`config.mk`:
```
export PLATFORM = sky130hd
export DESIGN_NAME = can_mode_control
export DESIGN_NICKNAME = d
export VERILOG_FILES = /design/src/inc/can_mode_pkg.sv /design/src/inc/sync_if.sv /design/src/hw/bus_sync_tracker.sv /design/src/hw/can_mode_control.sv
export SDC_FILE = /design/constraint.sdc
export NUM_CORES = 1
export LEC_CHECK = 0
export BUFFER_PORTS_ARGS = -buffer_cell sky130_fd_sc_hd__clkbuf_2
export CORE_UTILIZATION = 54
export CTS_CLUSTER_SIZE = 30
export DETAILED_ROUTE_END_ITERATION = 7
export PLACE_DENSITY = 0.86
export SETUP_SLACK_MARGIN = 0.02
export SLEW_MARGIN = 10
export SYNTH_ARGS = -nofsm -noshare
export SYNTH_HDL_FRONTEND = slang
export SYNTH_SLANG_ARGS = --single-unit
```
`constraint.sdc`:
```
create_clock -name core_clk_i -period 2.2 [get_ports core_clk_i]
set_input_delay 0.11 -clock core_clk_i [delete_from_list [all_inputs] [get_ports core_clk_i]]
set_output_delay 0.11 -clock core_clk_i [all_outputs]
set_load 0.05 [all_outputs]
```
`src/inc/can_mode_pkg.sv`:
```
// Shared constants for the CAN mode and status control block.
package can_mode_pkg;

   // ---------------------------------------------------------------
   // Register port geometry
   // ---------------------------------------------------------------
   localparam int unsigned ADDR_W = 6;
   localparam int unsigned DATA_W = 8;

   // ---------------------------------------------------------------
   // Register offsets
   // ---------------------------------------------------------------
   localparam logic [ADDR_W-1:0] MODE_CONTROL_OFF   = 6'h00;
   localparam logic [ADDR_W-1:0] CONFIG_CONTROL_OFF = 6'h01;
   localparam logic [ADDR_W-1:0] TIMER_HIGH_OFF     = 6'h02;
   localparam logic [ADDR_W-1:0] TIMER_LOW_OFF      = 6'h03;

   // ---------------------------------------------------------------
   // Mode control field positions
   // ---------------------------------------------------------------
   localparam int unsigned FRAME_RECEIVED_BIT = 7;
   localparam int unsigned RECEIVER_ACTIVE_BIT = 6;
   localparam int unsigned STOP_IN_WAIT_BIT    = 5;
   localparam int unsigned SYNCHRONIZED_BIT    = 4;
   localparam int unsigned TIMER_ENABLE_BIT    = 3;
   localparam int unsigned WAKEUP_ENABLE_BIT   = 2;
   localparam int unsigned SLEEP_REQUEST_BIT   = 1;
   localparam int unsigned INIT_REQUEST_BIT    = 0;

   // ---------------------------------------------------------------
   // Config control field positions
   // ---------------------------------------------------------------
   localparam int unsigned CONFIG_LSB      = 2;
   localparam int unsigned CONFIG_W        = 6;
   localparam int unsigned LOOPBACK_BIT    = 5;
   localparam int unsigned SLEEP_ACK_BIT   = 1;
   localparam int unsigned INIT_ACK_BIT    = 0;
   localparam logic [CONFIG_W-1:0] CONFIG_RESET = 6'h00;

   // ---------------------------------------------------------------
   // Bus levels, timer and synchronisation counts
   // ---------------------------------------------------------------
   localparam logic RECESSIVE = 1'b1;
   localparam logic DOMINANT  = 1'b0;
   localparam int unsigned TIMER_W = 16;
   localparam logic [TIMER_W-1:0] TIMER_RESET = 16'h0000;
   localparam logic [7:0] STAMP_HIGH_OFFSET = 8'h0E;
   localparam logic [7:0] STAMP_LOW_OFFSET  = 8'h0F;
   localparam logic [3:0] RECESSIVE_RUN_LAST = 4'hA;
   localparam logic [7:0] BUS_OFF_RUNS_LAST  = 8'h7F;

endpackage

```
`src/inc/sync_if.sv`:
```
// Link between the mode control core and the bus synchronisation tracker.
`timescale 1ns/100ps
interface sync_if;
   logic bit_tick;
   logic rx_level;
   logic hold;
   logic bus_off;
   logic synced;

   modport ctrl    (output bit_tick, output rx_level, output hold, output bus_off,
                    input synced);
   modport tracker (input bit_tick, input rx_level, input hold, input bus_off,
                    output synced);
endinterface

```
`src/hw/bus_sync_tracker.sv`:
```
// Tracks recessive runs on the bus to decide when the controller is synchronized.
`timescale 1ns/100ps
module bus_sync_tracker (
   // Clock and reset.
   input  wire logic   core_clk_i,
   input  wire logic   reset_n_i,
   // Link to the mode control core.
   sync_if.tracker     sif
);

   logic [3:0] run_q;
   logic [7:0] occ_q;
   logic       synced_q;

   // A completed run of recessive bits on this bit tick.
   wire run_done   = sif.bit_tick & (sif.rx_level == can_mode_pkg::RECESSIVE)
                     & (run_q == can_mode_pkg::RECESSIVE_RUN_LAST);
   // Bus-off needs the full count of runs before joining the bus.
   wire runs_done  = ~sif.bus_off | (occ_q == can_mode_pkg::BUS_OFF_RUNS_LAST);

   // Counts consecutive recessive bits; a dominant bit restarts the run.
   always_ff @(posedge core_clk_i or negedge reset_n_i) begin
      if (!reset_n_i) begin
         run_q    <= 4'h0;
         occ_q    <= 8'h00;
         synced_q <= 1'b0;
      end else if (sif.hold) begin
         run_q    <= 4'h0;
         occ_q    <= 8'h00;
         synced_q <= 1'b0;
      end else if (synced_q) begin
         synced_q <= ~sif.bus_off;
      end else if (sif.bit_tick) begin
         if (sif.rx_level != can_mode_pkg::RECESSIVE) begin
            run_q <= 4'h0;
         end else if (run_done) begin
            run_q    <= 4'h0;
            occ_q    <= runs_done ? 8'h00 : occ_q + 8'h01;
            synced_q <= runs_done;
         end else begin
            run_q <= run_q + 4'h1;
         end
      end
   end

   assign sif.synced = synced_q;

endmodule

```
`src/hw/can_mode_control.sv`:
```
// Mode and status control of a CAN protocol controller with its register port.
//
// Summary of operation
// - Mode register writable only outside init; status bits read-only; init request always writable.
// - Init mode holds mode register reset, except wake-up, sleep and init request.
// - Mode register writable again once init request and acknowledge are both zero.
// - Hardware sets received-frame flag on every valid received message; sticky.
// - Writing one clears the received-frame flag; writing zero does nothing.
// - Received-frame flag and receiver-active are meaningless during loopback.
// - Receiver-active reads one while receiving, zero when transmitting or idle.
// - Stop-in-wait set stops the bus interface clocks during wait mode.
// - Synchronized status is set and cleared by hardware only.
// - Timer enable runs a free 16-bit bit-rate counter used for time stamps.
// - After a valid frame end, the time stamp goes to buffer bytes 0x0E, 0x0F.
// - Disabled timer is cleared; timer enable is held low in init mode.
// - Wake-up enable lets bus traffic end sleep; set it before sleep entry.
// - Sleep entered only when idle: no reception, transmit buffers empty; then acknowledge.
// - Sleep request cannot be set while the wake-up interrupt flag is pending.
// - Sleep lasts until software clears it, or bus activity with wake-up enabled.
// - Init request enters init at once, aborts traffic, loses sync, acknowledges.
// - Init entry returns the flag, enable, abort and select registers to defaults.
// - Config, timing and acceptance registers are writable only in init mode.
// - After init, sync needs 11 recessive bits; bus-off needs 128 such runs.
// - Clearing sleep request is ignored until sleep mode is really entered.
// - Clearing init request is ignored until init mode is really entered.
// - Transmit pin goes recessive at once when init is requested.
//
// Our own choices: the address-and-strobe port and the register offsets.
`timescale 1ns/100ps
module can_mode_control (
   // Clock and reset.
   input  wire logic                                  core_clk_i,
   input  wire logic                                  reset_n_i,
   // Register port.
   input  wire logic [can_mode_pkg::ADDR_W-1:0]       reg_addr_i,
   input  wire logic [can_mode_pkg::DATA_W-1:0]       reg_wdata_i,
   input  wire logic                                  reg_wr_i,
   input  wire logic                                  reg_rd_i,
   output logic      [can_mode_pkg::DATA_W-1:0]       reg_rdata_o,
   // Protocol engine status.
   input  wire logic                                  bit_tick_i,
   input  wire logic                                  rx_active_i,
   input  wire logic                                  rx_frame_ok_i,
   input  wire logic                                  tx_frame_ok_i,
   input  wire logic                                  tx_buffers_empty_i,
   input  wire logic                                  bus_off_i,
   input  wire logic                                  wakeup_irq_flag_i,
   input  wire logic                                  tx_bit_i,
   input  wire logic                                  cpu_wait_i,
   // Bus pins.
   input  wire logic                                  bus_rx_pin_i,
   output logic                                       bus_tx_pin_o,
   // Mode and configuration outputs.
   output logic                                       init_mode_o,
   output logic                                       init_entry_o,
   output logic                                       sleep_mode_o,
   output logic                                       bus_clk_stop_o,
   output logic                                       config_write_allow_o,
   output logic      [can_mode_pkg::CONFIG_W-1:0]     config_o,
   // Time stamp write to the message buffer.
   output logic                                       stamp_we_o,
   output logic      [7:0]                            stamp_offset_o,
   output logic      [can_mode_pkg::TIMER_W-1:0]      stamp_data_o
);

   // ---------------------------------------------------------------
   // State
   // ---------------------------------------------------------------
   logic                                 frame_received_q;
   logic                                 receiver_active_q;
   logic                                 stop_in_wait_q;
   logic                                 timer_enable_q;
   logic                                 wakeup_enable_q;
   logic                                 sleep_request_q;
   logic                                 sleep_request_d;
   logic                                 sleep_ack_q;
   logic                                 sleep_ack_d;
   logic                                 init_request_q;
   logic                                 init_request_d;
   logic                                 init_ack_q;
   logic [can_mode_pkg::CONFIG_W-1:0]    config_q;
   logic [can_mode_pkg::TIMER_W-1:0]     timer_q;
   logic [can_mode_pkg::TIMER_W-1:0]     timer_d;
   logic                                 rx_meta_q;
   logic                                 rx_sync_q;
   logic [can_mode_pkg::DATA_W-1:0]      rdata_q;
   logic                                 tx_pin_q;
   logic                                 init_entry_q;
   logic                                 clk_stop_q;
   logic                                 cfg_allow_q;
   logic                                 stamp_we_q;
   logic [can_mode_pkg::TIMER_W-1:0]     stamp_data_q;

   sync_if sif ();

   // ---------------------------------------------------------------
   // Mode decode
   // ---------------------------------------------------------------

   // Init mode proper is request and acknowledge both high.
   wire init_mode   = init_request_q & init_ack_q;
   // Reset hold starts with the request and ends when both bits are low.
   wire init_hold   = init_request_q | init_ack_q;
   wire init_out    = ~init_request_q & ~init_ack_q;
   wire sleep_mode  = sleep_request_q & sleep_ack_q;
   wire loopback    = config_q[can_mode_pkg::LOOPBACK_BIT - can_mode_pkg::CONFIG_LSB];
   // Bus is idle when nothing is received and nothing waits to be sent.
   wire bus_idle    = ~rx_active_i & tx_buffers_empty_i;
   // Any dominant level seen while asleep counts as bus activity.
   wire bus_wake    = sleep_mode & wakeup_enable_q
                      & (rx_sync_q == can_mode_pkg::DOMINANT);

   // ---------------------------------------------------------------
   // Register write decode
   // ---------------------------------------------------------------
   wire wr_mode     = reg_wr_i & (reg_addr_i == can_mode_pkg::MODE_CONTROL_OFF);
   wire wr_config   = reg_wr_i & (reg_addr_i == can_mode_pkg::CONFIG_CONTROL_OFF);
   wire mode_open   = wr_mode & init_out;
   wire config_open = wr_config & init_mode;
   wire w_frame     = reg_wdata_i[can_mode_pkg::FRAME_RECEIVED_BIT];
   wire w_stop      = reg_wdata_i[can_mode_pkg::STOP_IN_WAIT_BIT];
   wire w_timer     = reg_wdata_i[can_mode_pkg::TIMER_ENABLE_BIT];
   wire w_wakeup    = reg_wdata_i[can_mode_pkg::WAKEUP_ENABLE_BIT];
   wire w_sleep     = reg_wdata_i[can_mode_pkg::SLEEP_REQUEST_BIT];
   wire w_init      = reg_wdata_i[can_mode_pkg::INIT_REQUEST_BIT];
   wire [can_mode_pkg::CONFIG_W-1:0] w_config =
      reg_wdata_i[can_mode_pkg::DATA_W-1:can_mode_pkg::CONFIG_LSB];

   // ---------------------------------------------------------------
   // Read data selection
   // ---------------------------------------------------------------
   wire [can_mode_pkg::DATA_W-1:0] mode_view = {
      frame_received_q,
      receiver_active_q,
      stop_in_wait_q,
      sif.synced,
      timer_enable_q,
      wakeup_enable_q,
      sleep_request_q,
      init_request_q
   };
   wire [can_mode_pkg::DATA_W-1:0] config_view = {config_q, sleep_ack_q, init_ack_q};
   wire [can_mode_pkg::DATA_W-1:0] rd_mux =
      (reg_addr_i == can_mode_pkg::MODE_CONTROL_OFF)   ? mode_view :
      (reg_addr_i == can_mode_pkg::CONFIG_CONTROL_OFF) ? config_view :
      (reg_addr_i == can_mode_pkg::TIMER_HIGH_OFF)     ? timer_q[15:8] :
      (reg_addr_i == can_mode_pkg::TIMER_LOW_OFF)      ? timer_q[7:0] :
                                                         8'h00;

   // ---------------------------------------------------------------
   // Handshake next values
   // ---------------------------------------------------------------

   // Init request sets at any time; a clear waits for the acknowledge.
   assign init_request_d = wr_mode ? (w_init | (init_request_q & ~init_ack_q))
                                   : init_request_q;

   // Sleep request: wake-up clears it, set refused on pending wake-up flag.
   always_comb begin
      sleep_request_d = sleep_request_q;
      if (bus_wake) begin
         sleep_request_d = 1'b0;
      end else if (mode_open) begin
         if (w_sleep) begin
            sleep_request_d = sleep_request_q | ~wakeup_irq_flag_i;
         end else begin
            sleep_request_d = sleep_request_q & ~sleep_ack_q;
         end
      end
   end

   // Acknowledge follows the request once the bus has gone idle.
   assign sleep_ack_d = sleep_request_q & (sleep_ack_q | (bus_idle & ~init_hold));

   // Timer counts bit ticks while enabled and is zero otherwise.
   assign timer_d = ~timer_enable_q ? can_mode_pkg::TIMER_RESET :
                    bit_tick_i      ? timer_q + 16'h0001 : timer_q;

   // ---------------------------------------------------------------
   // Receive pin synchroniser
   // ---------------------------------------------------------------

   // Two stages before anything reads the receive pin.
   always_ff @(posedge core_clk_i or negedge reset_n_i) begin
      if (!reset_n_i) begin
         rx_meta_q <= can_mode_pkg::RECESSIVE;
         rx_sync_q <= can_mode_pkg::RECESSIVE;
      end else begin
         rx_meta_q <= bus_rx_pin_i;
         rx_sync_q <= rx_meta_q;
      end
   end

   // ---------------------------------------------------------------
   // Initialization and sleep handshakes
   // ---------------------------------------------------------------

   // Init acknowledge trails its request by one cycle in both directions; sleep acknowledge waits for idle to set.
   always_ff @(posedge core_clk_i or negedge reset_n_i) begin
      if (!reset_n_i) begin
         init_request_q  <= 1'b1;
         init_ack_q      <= 1'b1;
         sleep_request_q <= 1'b0;
         sleep_ack_q     <= 1'b0;
      end else begin
         init_request_q  <= init_request_d;
         init_ack_q      <= init_request_q;
         sleep_request_q <= sleep_request_d;
         sleep_ack_q     <= sleep_ack_d;
      end
   end

   // Wake-up enable survives init mode and is written outside of it.
   always_ff @(posedge core_clk_i or negedge reset_n_i) begin
      if (!reset_n_i) begin
         wakeup_enable_q <= 1'b0;
      end else if (mode_open) begin
         wakeup_enable_q <= w_wakeup;
      end
   end

   // ---------------------------------------------------------------
   // Mode control bits held in reset during init
   // ---------------------------------------------------------------

   // Held bits reset while init is requested or acknowledged.
   always_ff @(posedge core_clk_i or negedge reset_n_i) begin
      if (!reset_n_i) begin
         stop_in_wait_q <= 1'b0;
         timer_enable_q <= 1'b0;
      end else if (init_hold) begin
         stop_in_wait_q <= 1'b0;
         timer_enable_q <= 1'b0;
      end else if (mode_open) begin
         stop_in_wait_q <= w_stop;
         timer_enable_q <= w_timer;
      end
   end

   // Received-frame flag: a new frame wins over a clear in the same cycle.
   always_ff @(posedge core_clk_i or negedge reset_n_i) begin
      if (!reset_n_i) begin
         frame_received_q <= 1'b0;
      end else if (init_hold) begin
         frame_received_q <= 1'b0;
      end else if (rx_frame_ok_i) begin
         frame_received_q <= 1'b1;
      end else if (mode_open & w_frame) begin
         frame_received_q <= 1'b0;
      end
   end

   // Receiver-active mirrors the front end and reads zero in init.
   always_ff @(posedge core_clk_i or negedge reset_n_i) begin
      if (!reset_n_i) begin
         receiver_active_q <= 1'b0;
      end else begin
         receiver_active_q <= rx_active_i & ~init_hold;
      end
   end

   // ---------------------------------------------------------------
   // Config register and time-stamp timer
   // ---------------------------------------------------------------

   // Config bits accept writes only inside init mode.
   always_ff @(posedge core_clk_i or negedge reset_n_i) begin
      if (!reset_n_i) begin
         config_q <= can_mode_pkg::CONFIG_RESET;
      end else if (config_open) begin
         config_q <= w_config;
      end
   end

   // Free-running time-stamp counter.
   always_ff @(posedge core_clk_i or negedge reset_n_i) begin
      if (!reset_n_i) begin
         timer_q <= can_mode_pkg::TIMER_RESET;
      end else begin
         timer_q <= timer_d;
      end
   end

   // Stamp capture at the end of each valid transmitted or received frame.
   always_ff @(posedge core_clk_i or negedge reset_n_i) begin
      if (!reset_n_i) begin
         stamp_we_q   <= 1'b0;
         stamp_data_q <= can_mode_pkg::TIMER_RESET;
      end else begin
         stamp_we_q   <= timer_enable_q & (rx_frame_ok_i | tx_frame_ok_i);
         stamp_data_q <= timer_q;
      end
   end

   // ---------------------------------------------------------------
   // Pin, clock gating and status outputs
   // ---------------------------------------------------------------

   // Transmit pin is forced recessive in init, sleep, stopped wait and loopback.
   always_ff @(posedge core_clk_i or negedge reset_n_i) begin
      if (!reset_n_i) begin
         tx_pin_q <= can_mode_pkg::RECESSIVE;
      end else if (init_request_d | init_hold | sleep_mode | loopback
                   | (cpu_wait_i & stop_in_wait_q)) begin
         tx_pin_q <= can_mode_pkg::RECESSIVE;
      end else begin
         tx_pin_q <= tx_bit_i;
      end
   end

   // Entry pulse tells the flag, enable, abort and select registers to reset.
   always_ff @(posedge core_clk_i or negedge reset_n_i) begin
      if (!reset_n_i) begin
         init_entry_q <= 1'b0;
         clk_stop_q   <= 1'b0;
         cfg_allow_q  <= 1'b0;
      end else begin
         init_entry_q <= init_request_q & ~init_ack_q;
         clk_stop_q   <= cpu_wait_i & stop_in_wait_q;
         cfg_allow_q  <= init_request_d & init_request_q;
      end
   end

   // Read data stand only in the cycle after the read strobe.
   always_ff @(posedge core_clk_i or negedge reset_n_i) begin
      if (!reset_n_i) begin
         rdata_q <= 8'h00;
      end else begin
         rdata_q <= reg_rd_i ? rd_mux : 8'h00;
      end
   end

   // ---------------------------------------------------------------
   // Bus synchronisation tracker
   // ---------------------------------------------------------------

   // Init aborts traffic and drops sync; tracker restarts when init ends.
   assign sif.bit_tick = bit_tick_i;
   assign sif.rx_level = rx_sync_q;
   assign sif.hold     = init_hold;
   assign sif.bus_off  = bus_off_i;

   // Synchronized status is produced here and only read back by software.
   bus_sync_tracker u_tracker (
      .core_clk_i (core_clk_i),
      .reset_n_i  (reset_n_i),
      .sif        (sif)
   );

   // ---------------------------------------------------------------
   // Output assignments
   // ---------------------------------------------------------------
   assign reg_rdata_o          = rdata_q;
   assign bus_tx_pin_o         = tx_pin_q;
   assign init_mode_o          = init_ack_q;
   assign init_entry_o         = init_entry_q;
   assign sleep_mode_o         = sleep_ack_q;
   assign bus_clk_stop_o       = clk_stop_q;
   assign config_write_allow_o = cfg_allow_q;
   assign config_o             = config_q;
   assign stamp_we_o           = stamp_we_q;
   assign stamp_offset_o       = can_mode_pkg::STAMP_HIGH_OFFSET;
   assign stamp_data_o         = stamp_data_q;

endmodule

```
# After elaboration in Yosys (flattened, before gate mapping)
# Index checks and enable logic that the tools add are counted.
[totals] reg_bits=75 inputBits=28 output_inout_bits=45 word_cells=116
[classes] addsub=3 eq_ne=7 mux=35 bitwise=39 reduce_logical=9
[ops] operator="2-to-1 mux 8 bit" n=11
[ops] operator="2-to-1 mux 16 bit" n=2
[ops] operator="AND 1 bit" n=21
[ops] operator="2-to-1 mux 4 bit" n=5
[ops] operator="2-to-1 mux 1 bit" n=17
[ops] operator="adder 16 x 1 -> 16 bit, second input constant" n=1
[ops] operator="== test 6 x 2 -> 1 bit, second input constant" n=2
[ops] operator="bitwise OR 1 bit" n=10
[ops] operator="nonzero test 2 bit" n=5
[ops] operator="adder 8 x 1 -> 8 bit, second input constant" n=1
[ops] operator="== test 8 x 7 -> 1 bit, second input constant" n=1
[ops] operator="inverter 1 bit" n=8
[ops] operator="== test 6 x 1 -> 1 bit, second input constant" n=1
[ops] operator="zero test 6 bit" n=1
[ops] operator="adder 4 x 1 -> 4 bit, second input constant" n=1
[ops] operator="== test 4 bit, second input constant" n=1
[ops] operator="!= test 2 bit, second input constant" n=2
[ops] operator="AND reduction 4 bit" n=1
[ops] operator="nonzero test 3 bit" n=1
[ops] operator="AND reduction 2 bit" n=1

# Depth between registers and ports, before layout
# Gate-level depths: netlist (run 1).
[logic_depth] ltp_word=9 mapped_depth=6 mapped_depth_nobuf=6

# Hierarchy
# A second synthesis (run 1) with hierarchy kept.
[unflattened] hier_cells=294 hier_area_um2=3345.7
[by_module_without_submodules] module="can_mode_control" instances=1 cells_each=216 area_per_inst_um2=2597.5 seq_area_each_um2=1557.7
[by_module_without_submodules] module="bus_sync_tracker" instances=1 cells_each=78 area_per_inst_um2=748.2 seq_area_each_um2=325.3

# Worst setup path after synthesis (run 1)
# Ideal clock, no wire load.
[synth_timing] path_type="reg-to-reg" start="register u_tracker.run_q[0]" end="register u_tracker.run_q[2]" setup_ps=78 arrival_time_ps=1613 t_required_ps=2122 setup_slack_ps=509 path_stages_with_launch=6 cell_sequence="dfrtp_1 > inv_1 > ha_1 > and4b_1 > or4b_2 > a21oi_1"
[synth_via] elab_chain_cells=7 word_cells_on_any_way=8
[synth_lines] element="start: declaration" line_no="bus_sync_tracker.sv:11" text="logic [3:0] run_q;"
[synth_lines] element="start signal: assignment" line_no="bus_sync_tracker.sv:41" text="run_q <= run_q + 4'h1;"
[synth_lines] element="branches (longest 2 deep; another with adder 4 x 1 -> 4 bit)"
[synth_lines] element="2-to-1 mux 4 bit (*)" line_no="bus_sync_tracker.sv:36" text="end else if (run_done) begin"
[synth_lines] element="2-to-1 mux 4 bit (*)" line_no="bus_sync_tracker.sv:34" text="if (sif.rx_level != can_mode_pkg::RECESSIVE) begin"
[synth_lines] element="2-to-1 mux 4 bit (*)" line_no="bus_sync_tracker.sv:33" text="end else if (sif.bit_tick) begin"
[synth_lines] element="2-to-1 mux 4 bit (*)" line_no="bus_sync_tracker.sv:31" text="end else if (synced_q) begin"
[synth_lines] element="2-to-1 mux 4 bit (*)" line_no="bus_sync_tracker.sv:27" text="end else if (sif.hold) begin"
# Mark *: on every way between the ends. The select of a mux whose other input is x is not followed.
# A chain may end at the register's enable or synchronous reset.

# Worst setup path in the final report (run 1)
# Ends and elaborated chain as after synthesis.

==> key figures, run 1 <==
Yosys
  • Leading cell types by count after synthesis: dfrtp_1, nor2_1, nand2_1, a21oi_1, nand3_1
  • Top-count cell post-synth: dfrtp_1
  • Syn. warnings: 0
  • Synth cell types: 52
  • Main synth FF type: dfrtp_1
  • Mapped Area: 3339 um^2
  • Mapped Cells: 284
  • Syn_area_per_cell: about 12 um^2
  • Seq/Total Area, Yosys: 56.39%
  • Ys async rst share: 100.0%
  • Top cell type's share of synthesized area: between 50% and 60%
  • #FFs+latches synth: 75
  • Synth top area cells: dfrtp_1, mux4_2, dfstp_2
  • Post-synth EDFFs: 0
  • Biggest area consumer among synthesized cells: dfrtp_1

Drt
  • Vias: 2514
  • DRT iter0 DRCs: 202
  • DRT Wirelength: between 7000 and 8000 um
  • Mean routed wirelength per cell: 16.00 um
  • Final ANT Viol Nets: 0
  • Drt first pass iters: 4
  • Via-per-instance ratio: 5.688
  • Drt drc: 0

Timing
  • Fin. Hold Viols: 0
  • F_max: around 550 MHz
  • RSZ-0062 raised after global routing: no
  • Final setup fails: 0
  • Clock period minus worst slack: ~1800 ps
  • Setup TNS: 0 ps
  • Clk_skew: around 7.4 ps
  • Final period util: between 80% and 90%
  • Pins Over Slew Limit: 0

Placed design
  • PortBufs: between 60 and 70
  • Final HPWL DP: between 4000 and 5000 um
  • RePlAce Congestion: 0.8252

Global route
  • Largest net degree at the start of global routing: 76
  • Initial antenna violation count: 0
  • Vias in the first global route: 2369
  • GRT Util Overall: 24.51%
  • Grt total ovfl: 0
  • Global-route wire length before repair: 11700 um

Floorplan
  • # IOs: between 70 and 80
  • Core area: 5956 um^2
  • Total die area: 6503 um^2
  • Die width: between 80 and 90 um
  • Die height: slightly above 80 um
  • Cell Rows: 28
  • Initial Util: between 50% and 60%

Clocking
  • Worst skew pair latency: 350 ps
  • Post-CTS Setup Inserts: 0
  • Reg clk slew, reported paths: 80 ps
  • Clk sinks: 75
  • Clock root buffer: clkbuf_8
  • Total CTS buffers: 9
  • CTS tree: yes
  • Number of hold buffers added after CTS: 9
  • H-tree depth reported by CTS: 3
  • Post_cts resized: 0
  • CTS Buffer Depth: 2

Worst setup path
  • Worst EP arrival: 2110 ps
  • Critical Path Max Stage Delay: 660 ps
  • CP Capture Type: flip-flop
  • Cell Chain, Critical Path: inv_1 > ha_1 > and4b_1 > or4b_2 > a21oi_1
  • Critical setup path kind: flip-flop to flip-flop
  • Worst path top cell family by delay: simple AND/OR/NAND/NOR gates
  • Register-to-Register Path Depth: 5
  • CP Max Fanout: 5
  • Critical Path Start Type: flip-flop
  • Reg-to-Reg End: u_tracker.run_q[2]
  • Reg2Reg Setup Slack: around 370 ps
  • CP bufs+invs: 1
  • R2r startpoint: u_tracker.run_q[0]
  • CP required: 2480 ps
  • CP max stage cell: or4b_2

Layout
  • Layout Nets: 394
  • Ant. Diodes: 0
  • Area Growth Syn to Fin: 19.45%
  • Fillcell total: 442
  • Register area: about 1900 um^2
  • Share of cells above drive strength 1: 30.52%
  • Multi-input logic area: 1363 um^2
  • Utilization after layout: between 60% and 70%

Min path
  • Hold Path Class: primary input to flip-flop
  • Hold depth: 3
  • Hold_sp: rx_frame_ok_i
  • Endpoint, Worst Hold: stamp_we_o

Power
  • Worst vdd ir: about 0.00042 V
  • Pwr dens: 675.8 nW/um^2
  • Design Power: 2.696 mW
  • Leak: 1.895 nW

Run status
  • Status: complete, no violations

Run
  • MaxCap Viol Count: 0
==> metal layers <==
metal / GRT usage (%) / part of all wire, % / wire length (um)
met1: 34.80 / 46 / 3239
met2: 36.53 / 46 / 3248
met3: 6.477 / 6.6 / 470
met4: 8.036 / 1.6 / 112
met5: 0 / 0 / 0
==> metrics by stage <==
stage	instance area, um^2	worst slack (ps)	cells	hold WS, ps
floorplan	3362	508.6	290	-185.6
global placement	3721	480.2	417	163.6
detailed placement	3721	355.3	417	168.5
CTS	3989	380.4	442	2.507
global route	3989	234.6	442	14.63
finish	3989	369.6	442	10.58
==> how the worst max path moves through the flow <==
stage | startpoint | endpoint | cells after the start
2_1_floorplan | u_tracker.run_q[0] | u_tracker.run_q[2] | 5
6_report | u_tracker.run_q[0] | u_tracker.run_q[2] | 5
3_5_place_dp | u_tracker.run_q[0] | u_tracker.occ_q[7] | 6
4_1_cts | u_tracker.run_q[0] | u_tracker.run_q[2] | 5
3_3_place_gp | u_tracker.run_q[0] | u_tracker.run_q[2] | 5
5_1_grt | u_tracker.run_q[0] | u_tracker.occ_q[7] | 6
==> sequential cells by signal, summed over array words and instances, names as in the netlist, 4 cells and up <==
| name | flops |
|---|---|
| timer_q | 16 |
| u_tracker.run_q | 4 |
| reg_rdata_o | 8 |
| config_o | 6 |
| u_tracker.occ_q | 8 |
| stamp_data_o | 16 |
==> tightest hold or removal path: cells and delay by family <==
kind	cells	cell delay, ps
and+or+nand+nor	2	110
buffers and inverters	1	110
==> layout make-up <==
class / instances / share of cell area, %
Tap cell: 75 / 2.353
Multi-Input combinational cell: 194 / 34.16
Clock buffer: 9 / 3.105
Clock inverter: 7 / 1.349
Sequential cell: 75 / 47.21
Inverter: 5 / 0.4705
Timing Repair Buffer: 77 / 11.36
==> where the power goes <==
group / internal (mW) / switching, mW
registers: 1.42 / 0.0329
logic: 0.0976 / 0.198
clock network: 0.414 / 0.533
==> placed cells by master, fill, tap and decap left out, drive strengths merged, types with 6 or more instances in the layout <==
master,n
dfrtp,70
conb,8
nor2,23
a21oi,14
mux2,7
xnor2,7
nor3,10
o21ai,9
and3,12
dlygate4sd3,9
nand2,15
clkbuf,72
mux4,8
nand3,13
nand4,6
==> kinds of logic after synthesis <==
family / after synthesis / synth area share (%)
DFF: 75 / 56.39
buffers and inverters: 21 / 3.484
other: 2 / 0.2249
xor gates and xnor gates: 11 / 2.885
AOI/OAI and AO/OA: 38 / 7.044
adders and majority gates: 4 / 1.499
muxes: 18 / 8.768
and+or+nand+nor: 115 / 19.71
Power figures use the tool's default switching activity.
==> inputs of run 2 (changes only) <==
==> constraint.sdc (replaced) <==
create_clock -name core_clk_i -period 1.8 [get_ports core_clk_i]
set_input_delay 0.09 -clock core_clk_i [delete_from_list [all_inputs] [get_ports core_clk_i]]
set_output_delay 0.09 -clock core_clk_i [all_outputs]
set_load 0.05 [all_outputs]
==> run 2 against run 1 <==
First-iteration DRC count decreased by 15%. Final cell count increased by 3.8%. Combinational power up 34%. Via count rose by 3.3%. Clock skew is 2.1 ps higher. Setup slack got worse by 280 ps. Largest cell class unchanged.
==> key figures, run 2 (synthesized netlist as in run 1, its figures left out) <==
Run status
  • Status: complete, no violations

Clocking
  • Reg clk slew, reported paths: 80 ps (about the same)
  • Total CTS buffers: 9 (unchanged)
  • Clock root buffer: clkbuf_8
  • CTS tree: yes
  • H-tree depth reported by CTS: 3 (unchanged)
  • Clk sinks: 75 (unchanged)
  • Worst skew pair latency: 360 ps (about the same)
  • CTS Buffer Depth: 2 (unchanged)

Worst setup path
  • Critical setup path kind: flip-flop to flip-flop
  • Critical Path Max Stage Delay: 520 ps (-140 ps)
  • CP max stage cell: or4b_4
  • CP Max Fanout: 3 (-2)
  • Critical Path Start Type: flip-flop
  • Worst EP arrival: 2000 ps (-110 ps)
  • CP Capture Type: flip-flop
  • CP required: 2090 ps (-390 ps)
  • Cell Chain, Critical Path: ha_2 > and4b_2 > buf_4 > or4b_4 > a21oi_2

Timing
  • Fin. Hold Viols: 0 (unchanged)
  • Pins Over Slew Limit: 0 (unchanged)
  • Hold slack: 4.380 ps (-6.196 ps)
  • Clk_skew: 9.560 ps (+2.139 ps)
  • Worst slew pin tran: ~500 ps
  • Clock period minus worst slack: 1715 ps (-115.4 ps)
  • F_max: 583.1 MHz (+6.7%)
  • Final period util: 95.27% (+12 points)
  • Worst relative slew slack: 66.59%
  • RSZ-0062 raised after global routing: no
  • Setup TNS: 0 ps (unchanged)
  • Setup WS post-layout: 85.06 ps (-284.6 ps)
  • Final setup fails: 0 (unchanged)

Floorplan
  • Initial Util: 56.07% (unchanged)
  • Cell Rows: 28 (unchanged)
  • Total die area: 6503 um^2 (unchanged)
  • Core area: 5956 um^2 (unchanged)
  • Die height: 80.64 um (unchanged)
  • # IOs: 73 (unchanged)
  • Die width: 80.64 um (unchanged)

Power
  • Design Power: 3.721 mW (+38%)
  • Worst vdd ir: 0.0005978 V (+41%)
  • Leak: 2.015 nW (+6.3%)
  • NetSw: 0.9254 mW (+21%)
  • Pint: 2.796 mW (+45%)
  • Combinational share of power: 10.6% (-0.4 points)
  • Switch share: 24.87% (-3.5 points)
  • Pwr dens: 885.1 nW/um^2 (+31%)
  • Clock share of power: 41.8% (+6.7 points)
  • Reg power frac: 47.6% (-6.3 points)

Drt
  • Mean routed wirelength per cell: 16.71 um (+4.4%)
  • Drt first pass iters: 4 (unchanged)
  • DRT iter0 DRCs: 171 (-15%)
  • Via-per-instance ratio: 5.660 (-0.49%)
  • DRT Wirelength: 7669 um (+8.5%)
  • Final ANT Viol Nets: 0 (unchanged)
  • Vias: 2598 (+3.3%)
  • Drt drc: 0 (unchanged)

Global route
  • Global-route wire length before repair: 12280 um (+4.9%)
  • Initial antenna violation count: 0 (unchanged)
  • GRT met2 Usage: 41.69% (+5.2 points)
  • Largest net degree at the start of global routing: 76 (unchanged)
  • Gr busiest metal: met2
  • GRT Util Overall: 26.41% (+1.9 points)
  • Grt met3 use: 5.000% (-1.5 points)
  • Vias in the first global route: 2491 (+5.1%)
  • Grt total ovfl: 0 (unchanged)
  • Met1 usage: 33.23% (-1.6 points)

Placed design
  • Final HPWL DP: 5161 um (+3.8%)
  • RePlAce Congestion: 0.8530 (+3.4%)
  • Cell Area, Placed: 3804 um^2 (+2.2%)
  • Placed insts: 428 (+2.6%)
  • Pre-CTS setup slack: 29.43 ps (-325.9 ps)
  • PortBufs: 64 (unchanged)

Run
  • MaxCap Viol Count: 0 (unchanged)

Min path
  • Hold Path Class: primary input to flip-flop

Layout
  • Area Growth Syn to Fin: 25.89%
  • Finished Layout Cells: 459 (+3.8%)
  • Share of cells above drive strength 1: 34.11% (+3.6 points)
  • Most frequent cells in the layout: dfrtp_1, clkbuf_2, nor2_1
  • Utilization after layout: 70.59% (+3.6 points)
  • Ant. Diodes: 0 (unchanged)
  • Most common cell after layout, fill and taps aside: dfrtp_1
  • Layout Nets: 411 (+4.3%)
  • Design area: 4204 um^2 (+5.4%)
==> run 2: repair_timing <==
action | in CTS | in global routing
setup buffers | 1 | 3
gates resized for setup | 0 | 11
hold buffers | 11 | 0
endpoints found under the setup margin | 1 | 7
endpoints found under the hold margin | 81 | 0
pin swaps | 0 | 3
==> run 2: critical path, delay by kind of cell (launching register included) <==
family / cells / cell delay [ps]
AO/OA/AOI/OAI: 1 / 140
adder cells (fa/ha/maj): 1 / 190
buffers and inverters: 1 / 140
flip-flops: 1 / 410
AND/OR/NAND/NOR: 2 / 780
==> run 2: final timing paths <==
path / from / endpoint / slack, ps / depth (start not counted)
setup / recovery: u_tracker.run_q[1] / u_tracker.run_q[2] / 90 / 5
hold / removal: reg_wdata_i[3] / config_o[1] / 4 / 2
setup reg to reg: u_tracker.run_q[1] / u_tracker.run_q[2] / 90 / 5
hold reg to reg: rx_meta_q / rx_sync_q / 360 / 0
max in group asynchronous: reset_n_i / rx_sync_q / 1160 / 3
min in group asynchronous: reset_n_i / timer_q[3] / 270 / 3
==> run 2: power by group through the flow <==
| stage | sequential (mW) | combinational [mW] | clock (mW) |
|---|---|---|---|
| 2_1_floorplan | 1.85 | 0.183 | 0 |
| 3_3_place_gp | 1.80 | 0.343 | 0 |
| 3_5_place_dp | 1.81 | 0.352 | 0 |
| 4_1_cts | 1.77 | 0.381 | 1.57 |
| 5_1_grt | 1.78 | 0.433 | 1.63 |
| 6_report | 1.77 | 0.396 | 1.55 |
==> run 2: final cells by class <==
cell class                 instances  area, um^2
fill                             416        1752
inverter                           5       18.77
multi-input combinational        194        1376
timing repair buffer              94       589.3
clock buffer                      10       127.6
tap                               75       93.84
clock inverter                     6       113.9
sequential                        75        1884
==> run 2: layer usage <==
layer  vias to the layer above  wire length (um)
li1                       1204                 -
met1                      1281              3288
met2                        95              3797
met3                        18               371
met4                         0               211
met5                         -                 0
